**src/shared/die_temp_cfg.svh**
```systemverilog
`ifndef DIE_TEMP_CFG_SVH
`define DIE_TEMP_CFG_SVH

// ----------------------------------------
// Register offsets
// ----------------------------------------
`define OFS_REF_TEMP_CTRL   12'h20C
`define OFS_TEMP_RESULT     12'h210
`define OFS_TEMP_STATUS     12'h214
`define OFS_TEMP_CLEAR      12'h218
`define OFS_TEMP_ENABLE     12'h21C

// ----------------------------------------
// Control field positions and reset value
// ----------------------------------------
`define BIT_REF_ENABLE      7
`define BIT_REF_READY       6
`define BIT_SENSOR_ENABLE   5
`define BIT_RANGE_SELECT    4
`define CTRL_RESET          8'h00

// ----------------------------------------
// Event bits
// ----------------------------------------
`define EVT_CONV_DONE       0
`define EVT_REF_READY       1

// ----------------------------------------
// Conversion constants
// ----------------------------------------
`define GAIN_SHIFT          8
`define TEMP_DIVISOR        25'sd10
`define DIV_STEPS           5'd25

`endif

```
**src/shared/die_temp_pkg.sv**
```systemverilog
package die_temp_pkg;

   // ----------------------------------------
   // Types
   // ----------------------------------------
   typedef struct packed {
      logic       ref_enable;
      logic       sensor_enable;
      logic       sensor_range_select;
      logic [1:0] second_buffer_gain;
      logic [1:0] first_buffer_gain;
   } ctrl_type;

   typedef struct packed {
      logic [15:0] low_range_gain_const;
      logic [15:0] high_range_gain_const;
      logic [15:0] low_range_offset_const;
      logic [15:0] high_range_offset_const;
   } calib_type;

   typedef enum logic [2:0] {
      ST_IDLE   = 3'b001,
      ST_SCALE  = 3'b010,
      ST_DIVIDE = 3'b100
   } conv_state_type;

endpackage : die_temp_pkg

```
**src/hw/die_temp_indicator_ctrl.sv**
```systemverilog
// The strobed register port is this design's own decision.
`include "die_temp_cfg.svh"

module die_temp_indicator_ctrl (
   // Clock, reset, enable
   input  wire logic                  ref_clk,
   input  wire logic                  rst,
   input  wire logic                  clk_en,
   // Register port
   input  wire logic [11:0]           reg_addr,
   input  wire logic [7:0]            reg_wdata,
   input  wire logic                  reg_write,
   input  wire logic                  reg_read,
   output logic      [7:0]            reg_rdata,
   // Analog side
   input  wire logic                  ref_settled,
   output die_temp_pkg::ctrl_type     analog_ctrl,
   output logic                       buf2_to_dac_cmp,
   output logic                       buf2_to_adc_channel,
   output logic                       buf1_to_adc_reference,
   output logic                       buf1_to_adc_channel,
   // ADC count and calibration
   input  wire logic                  count_valid,
   input  wire logic [15:0]           sensor_adc_count,
   input  wire die_temp_pkg::calib_type calib,
   // Result and interrupt
   output logic signed [15:0]         temp_celsius,
   output logic                       temp_valid,
   output logic                       irq
);

   // ----------------------------------------
   // Control register
   // ----------------------------------------
   die_temp_pkg::ctrl_type ctrl_ff, nxt_ctrl;
   logic                   ready_flag;
   logic                   sel_ctrl;

   assign sel_ctrl = (reg_addr == `OFS_REF_TEMP_CTRL);

   always_comb begin
      nxt_ctrl = ctrl_ff;
      if (reg_write && sel_ctrl) begin
         nxt_ctrl.ref_enable          = reg_wdata[`BIT_REF_ENABLE];
         nxt_ctrl.sensor_enable       = reg_wdata[`BIT_SENSOR_ENABLE];
         nxt_ctrl.sensor_range_select = reg_wdata[`BIT_RANGE_SELECT];
         nxt_ctrl.second_buffer_gain  = reg_wdata[3:2];
         nxt_ctrl.first_buffer_gain   = reg_wdata[1:0];
      end
   end

   always_ff @(posedge ref_clk or posedge rst) begin
      if (rst) begin
         ctrl_ff <= die_temp_pkg::ctrl_type'(7'(`CTRL_RESET));
      end else if (clk_en) begin
         ctrl_ff <= nxt_ctrl;
      end
   end

   assign ready_flag  = ctrl_ff.ref_enable & ref_settled;
   assign analog_ctrl = ctrl_ff;

   ref_buffer_route second_route (
      .ref_enable     (ctrl_ff.ref_enable),
      .gain           (ctrl_ff.second_buffer_gain),
      .to_first_sink  (buf2_to_dac_cmp),
      .to_second_sink (buf2_to_adc_channel)
   );

   ref_buffer_route first_route (
      .ref_enable     (ctrl_ff.ref_enable),
      .gain           (ctrl_ff.first_buffer_gain),
      .to_first_sink  (buf1_to_adc_reference),
      .to_second_sink (buf1_to_adc_channel)
   );

   // ----------------------------------------
   // Conversion
   // ----------------------------------------
   die_temp_pkg::conv_state_type state_ff, nxt_state;
   logic [15:0]         count_ff, nxt_count;
   logic [24:0]         quot_ff, nxt_quot;
   logic [24:0]         rem_ff, nxt_rem;
   logic                neg_ff, nxt_neg;
   logic [4:0]          step_ff, nxt_step;
   logic signed [15:0]  temp_ff, nxt_temp;
   logic                done_ff, nxt_done;
   logic [15:0]         gain_sel;
   logic signed [15:0]  offset_sel;
   logic [31:0]         product;
   logic signed [24:0]  scaled;
   logic [24:0]         rem_shift;

   assign gain_sel   = ctrl_ff.sensor_range_select ? calib.high_range_gain_const
                                                   : calib.low_range_gain_const;
   assign offset_sel = ctrl_ff.sensor_range_select ? calib.high_range_offset_const
                                                   : calib.low_range_offset_const;
   assign product    = count_ff * gain_sel;
   assign scaled     = $signed({1'b0, product[31:`GAIN_SHIFT]}) + 25'(offset_sel);
   assign rem_shift  = {rem_ff[23:0], quot_ff[24]};

   always_comb begin
      nxt_state = state_ff;
      nxt_count = count_ff;
      nxt_quot  = quot_ff;
      nxt_rem   = rem_ff;
      nxt_neg   = neg_ff;
      nxt_step  = step_ff;
      nxt_temp  = temp_ff;
      nxt_done  = 1'b0;
      unique case (state_ff)
         die_temp_pkg::ST_IDLE: begin
            // A count taken while the sensor is off is meaningless, so it is dropped.
            if (count_valid && ctrl_ff.sensor_enable) begin
               nxt_count = sensor_adc_count;
               nxt_state = die_temp_pkg::ST_SCALE;
            end
         end
         die_temp_pkg::ST_SCALE: begin
            nxt_neg   = scaled[24];
            nxt_quot  = scaled[24] ? 25'(-scaled) : 25'(scaled);
            nxt_rem   = 25'h0;
            nxt_step  = 5'h0;
            nxt_state = die_temp_pkg::ST_DIVIDE;
         end
         die_temp_pkg::ST_DIVIDE: begin
            // divide by ten
            // Restoring division, one bit per cycle, truncating toward zero as
            // the integer form of the equation does; trades latency for area.
            if (rem_shift >= 25'(`TEMP_DIVISOR)) begin
               nxt_rem  = rem_shift - 25'(`TEMP_DIVISOR);
               nxt_quot = {quot_ff[23:0], 1'b1};
            end else begin
               nxt_rem  = rem_shift;
               nxt_quot = {quot_ff[23:0], 1'b0};
            end
            nxt_step = step_ff + 5'h1;
            if (step_ff == `DIV_STEPS - 5'h1) begin
               nxt_temp  = neg_ff ? -$signed(nxt_quot[15:0]) : $signed(nxt_quot[15:0]);
               nxt_done  = 1'b1;
               nxt_state = die_temp_pkg::ST_IDLE;
            end
         end
         default: begin
            nxt_state = die_temp_pkg::ST_IDLE;
         end
      endcase
   end

   always_ff @(posedge ref_clk or posedge rst) begin
      if (rst) begin
         state_ff <= die_temp_pkg::ST_IDLE;
         count_ff <= 16'h0000;
         quot_ff  <= 25'h0;
         rem_ff   <= 25'h0;
         neg_ff   <= 1'b0;
         step_ff  <= 5'h0;
         temp_ff  <= 16'sh0000;
         done_ff  <= 1'b0;
      end else if (clk_en) begin
         state_ff <= nxt_state;
         count_ff <= nxt_count;
         quot_ff  <= nxt_quot;
         rem_ff   <= nxt_rem;
         neg_ff   <= nxt_neg;
         step_ff  <= nxt_step;
         temp_ff  <= nxt_temp;
         done_ff  <= nxt_done;
      end
   end

   assign temp_celsius = temp_ff;
   assign temp_valid   = done_ff;

   // ----------------------------------------
   // Events and interrupt
   // ----------------------------------------
   logic [1:0] status_ff, nxt_status;
   logic [1:0] irq_en_ff, nxt_irq_en;
   logic       ready_ff;
   logic [1:0] events;

   assign events = {ready_flag & ~ready_ff, done_ff};

   always_comb begin
      nxt_status = status_ff;
      nxt_irq_en = irq_en_ff;
      if (reg_write && (reg_addr == `OFS_TEMP_CLEAR)) begin
         nxt_status = status_ff & ~reg_wdata[1:0];
      end
      if (reg_write && (reg_addr == `OFS_TEMP_ENABLE)) begin
         nxt_irq_en = reg_wdata[1:0];
      end
      // A new event wins over a clear in the same cycle.
      nxt_status = nxt_status | events;
   end

   always_ff @(posedge ref_clk or posedge rst) begin
      if (rst) begin
         status_ff <= 2'h0;
         irq_en_ff <= 2'h0;
         ready_ff  <= 1'b0;
      end else if (clk_en) begin
         status_ff <= nxt_status;
         irq_en_ff <= nxt_irq_en;
         ready_ff  <= ready_flag;
      end
   end

   assign irq = |(status_ff & irq_en_ff);

   // ----------------------------------------
   // Read port
   // ----------------------------------------
   logic [7:0] rdata_ff, nxt_rdata;

   always_comb begin
      nxt_rdata = rdata_ff;
      if (reg_read) begin
         unique case (reg_addr)
            `OFS_REF_TEMP_CTRL: nxt_rdata = {ctrl_ff.ref_enable, ready_flag,
                                             ctrl_ff.sensor_enable,
                                             ctrl_ff.sensor_range_select,
                                             ctrl_ff.second_buffer_gain,
                                             ctrl_ff.first_buffer_gain};
            `OFS_TEMP_RESULT:   nxt_rdata = temp_ff[7:0];
            `OFS_TEMP_STATUS:   nxt_rdata = {6'h00, status_ff};
            `OFS_TEMP_ENABLE:   nxt_rdata = {6'h00, irq_en_ff};
            default:            nxt_rdata = 8'h00;
         endcase
      end
   end

   always_ff @(posedge ref_clk or posedge rst) begin
      if (rst) begin
         rdata_ff <= 8'h00;
      end else if (clk_en) begin
         rdata_ff <= nxt_rdata;
      end
   end

   assign reg_rdata = rdata_ff;

endmodule : die_temp_indicator_ctrl

// ----------------------------------------
// Reference buffer routing
// ----------------------------------------
module ref_buffer_route (
   // Control
   input  wire logic       ref_enable,
   input  wire logic [1:0] gain,
   // Routing
   output logic            to_first_sink,
   output logic            to_second_sink
);

   // A buffer routes only while the reference runs and its gain is nonzero, so an
   // off buffer never presents a floating level to a consumer.
   assign to_first_sink  = ref_enable && (gain != 2'h0);
   assign to_second_sink = to_first_sink;

endmodule : ref_buffer_route

```
**config.mk**
```make
export PLATFORM = sky130hd
export DESIGN_NAME = die_temp_indicator_ctrl
export DESIGN_NICKNAME = d
export VERILOG_FILES = /design/src/shared/die_temp_pkg.sv /design/src/hw/die_temp_indicator_ctrl.sv
export VERILOG_INCLUDE_DIRS = /design/src /design/src/shared
export SDC_FILE = /design/constraint.sdc
export NUM_CORES = 1
export LEC_CHECK = 0
export BUFFER_PORTS_ARGS = -buffer_cell sky130_fd_sc_hd__buf_2
export CAP_MARGIN = 20
export CORE_MARGIN = 2
export CORE_UTILIZATION = 45
export DETAILED_ROUTE_END_ITERATION = 6
export GPL_TIMING_DRIVEN = 0
export PLACE_DENSITY_LB_ADDON = 0.25
export SYNTH_ARGS = -nofsm -noshare
export SYNTH_HDL_FRONTEND = slang
export SYNTH_HIERARCHICAL = 1
export SYNTH_SLANG_ARGS = --single-unit
```
**constraint.sdc**
```tcl
create_clock -name ref_clk -period 17.9 [get_ports ref_clk]
set_input_delay 3.58 -clock ref_clk [delete_from_list [all_inputs] [get_ports ref_clk]]
set_output_delay 3.58 -clock ref_clk [all_outputs]
set_load 0.03 [all_outputs]
```
==> metrics.md <==
| Metric | Value |
|---|---|
| Period Utilization, post-route | `79.5%` |
| Crit. End Element | `flop` |
| Drt initial violations | `875` |
| Worst setup startpoint | `calib[38]` |
| Peak supply drop | `0.0512 mV` |
| Slew Viols, Final | `0` |
| Syn nets | `2211` |
| Clk slew on worst S/H paths | `90 ps` |
| CP Max Fanout | `10` |
| Endpoints failing setup | `0` |
| Total grt overflow | `0` |
| Worst Path Buf+Inv | `9` |
| Dpl ws | `3410 ps` |
| Fmax | `70.3 MHz` |
| Min-Delay Startpoint | `ready_ff` |
| Worst R2R Setup Slack | `5290 ps` |
| Chip Height | `191 µm` |
| WL final | `41.1 mm` |
| Critical path startpoint category | `primary input` |
| Total track usage | `23.5%` |
| Slowest-stage cell, CP | `mux2i_1` |
| Placer Congestion | `0.892` |
| Hold buffers post-CTS | `0` |
| Vias in the first global route | `13.1k` |
| Top FF cell, synth | `dfrtp_1` |
| Starting Density | `45.6%` |
| Layout area overhead | `10.5%` |
| Yosys warning count | `6` |
| DRT Pass-1 Iters | `5` |
| Site Rows | `68` |
| Ys async rst share | `100%` |
| Clock Skew | `17.8 ps` |
| Worst-Skew Late Latency | `380 ps` |
| Synthesis-stage register bit count | `111` |
| Die W | `191 µm` |
| Worst Tran Pin Value | `1090 ps` |
| Avg Cell Area, Syn | `8.86 µm²` |
| Post-layout nets | `2368` |
| Pleak | `8.79 nW` |
| Status | `completed` |
| Diode count | `0` |
| Average vias per placed instance | `5.46` |
| Fillers | `3343` |
| Die area | `0.0365 mm²` |
| RSZ-0062 raised after global routing | `false` |
| P per Cell Area | `53.6 mW/mm²` |
| Crit-path leading delay family | `adder cells` |
| Drt drc | `0` |
| Post-synthesis sequential area ratio | `17.6%` |
| Most frequent cells in the layout | `247 x inv_1, 222 x nand2_1, 194 x fa_1, 141 x buf_2, 132 x ha_1` |
| Most used cell, CP | `fa_1` |
| Commonest non-fill, non-tap cell in the layout | `inv_1` |
| Dpl hpwl | `33.5 mm` |
| R2R cell count | `38` |
| Hold WC Path Type | `reg2reg` |
| Max cap viols | `0` |
| Yosys cell types | `80` |
| Reg2Reg Capture Point | `quot_ff[23]` |
| First-pass GRT wire length | `67.2 mm` |
| Initial antenna violation count | `0` |
| CTS tree | `done` |
| Rel. slew slack | `27.7%` |
| Synth area leader | `fa_1` |
| Cells after synthesis | `1778` |
| Post-route antenna net violation count | `0` |
| Final hold vios | `0` |
| Clock tree buffer depth | `2` |
| CTS root buf | `clkbuf_16` |
| Req. time, crit path | `18130 ps` |
| Critical path class | `in2reg` |
| Total Neg Setup Slack | `0 ps` |
| Inserted Clock Buffers | `9` |
| Worst R2R Start | `analog_ctrl[4]` |
| PnR worst setup slack | `3670 ps` |
| Post-CTS sizing | `0` |
| Crit path DAT | `14460 ps` |
| CORE AREA | `0.0345 mm²` |
| Slowest stage delay, CP | `730 ps` |
| Largest net degree at the start of global routing | `96` |
| Routed len/inst | `17.1 µm` |
| Fraction of layout cells with a size suffix above 1 | `12.7%` |
| Tmin final | `14230 ps` |
| Port Buffers | `141` |
| Critical path depth in cells | `37` |
| Post CTS Setup Buffer Count | `0` |
| Mapped Area | `0.0158 mm²` |
| Post-synth EDFFs | `0` |
| Synth area leaders | `fa_1 25%, dfrtp_1 17%, ha_1 10%` |
| Via count | `13.1k` |
| H-Tree Depth | `3` |
| Crit path to | `quot_ff[23]` |
| Share of the synthesized area in the top cell type | `24.7%` |
| Clock Sinks | `111` |
| IO Count | `144` |
## cell families (layout without fill, tap and decap cells)
group / after synthesis / after routing / share of synthesized area (%)
buffers and inverters: 320 / 482 / 7.78
AO/OA/AOI/OAI: 298 / 298 / 12.1
multiplexers: 62 / 62 / 4.38
XOR/XNOR: 85 / 85 / 4.73
adder cells (fa/ha/maj): 326 / 326 / 35.1
AND/OR/NAND/NOR: 576 / 576 / 18.2
flip-flops: 111 / 111 / 17.6
## cell usage after synthesis, drive strengths merged (11+ instances only)
| cell type | n |
|---|---|
| o21a | 16 |
| or3 | 16 |
| nor2 | 88 |
| fa | 194 |
| a21oi | 72 |
| nand3 | 11 |
| clkbuf | 66 |
| o21ai | 92 |
| ha | 132 |
| nor3 | 32 |
| nand2b | 17 |
| dfrtp | 110 |
| xnor2 | 48 |
| and2 | 76 |
| a21o | 20 |
| nand2 | 223 |
| xor2 | 37 |
| inv | 248 |
| mux2 | 55 |
| nor2b | 52 |
## area by class of cell
cell class	instances	area, µm²	area share [%]
Buffer	72	295	1.70
Clock buffer	9	225	1.29
Clock inverter	7	80.1	0.460
Inverter	248	936	5.38
Multi-Input combinational cell	1347	11800	67.5
Sequential cell	111	2780	16.0
Tap cell	455	569	3.27
Timing Repair Buffer	146	763	4.39
## metrics by stage
| step | std cells | instance area [µm²] | utilization, % | power (mW) | hold slack (ps) |
|---|---|---|---|---|---|
| 2_1_floorplan | 1778 | 15800 | - | 0.620 | 430 |
| 3_3_place_gp | 2374 | 17000 | 49.3 | 0.703 | 439 |
| 3_5_place_dp | 2379 | 17100 | 49.5 | 0.716 | 446 |
| 4_1_cts | 2395 | 17400 | 50.4 | 0.939 | 454 |
| 5_1_grt | 2395 | 17400 | 50.4 | 0.995 | 477 |
| 6_report | 2395 | 17400 | 50.4 | 0.933 | 455 |
## registers in the layout, summed over array words and instances, names as in the netlist, 2 cells and up
| register | count |
|---|---|
| analog_ctrl | 7 |
| count_ff | 16 |
| irq_en_ff | 2 |
| quot_ff | 25 |
| reg_rdata | 8 |
| rem_ff | 24 |
| state_ff | 3 |
| status_ff | 2 |
| step_ff | 5 |
| temp_celsius | 16 |
## layer usage
layer,global-route usage [%],up-vias,share of wire [%]
li1,-,6141,-
met1,32.7,6515,45
met2,37.7,376,46
met3,3.54,56,5.9
met4,7.19,0,2.7
met5,0,-,0
## power breakdown
group	total [mW]	switching [mW]	internal [mW]	leakage (nW)
registers	0.403	0.0808	0.322	1.45
logic	0.309	0.176	0.133	7.19
clock network	0.221	0.119	0.101	0.152
## worst min path at each step
stage / to / cells past startpoint
after CTS: status_ff[1] / 1
after global routing: status_ff[1] / 1
after detailed placement: status_ff[1] / 1
final: status_ff[1] / 1
after global placement: status_ff[1] / 1
after floorplan: status_ff[1] / 1
(Power assumes the default switching activity.)
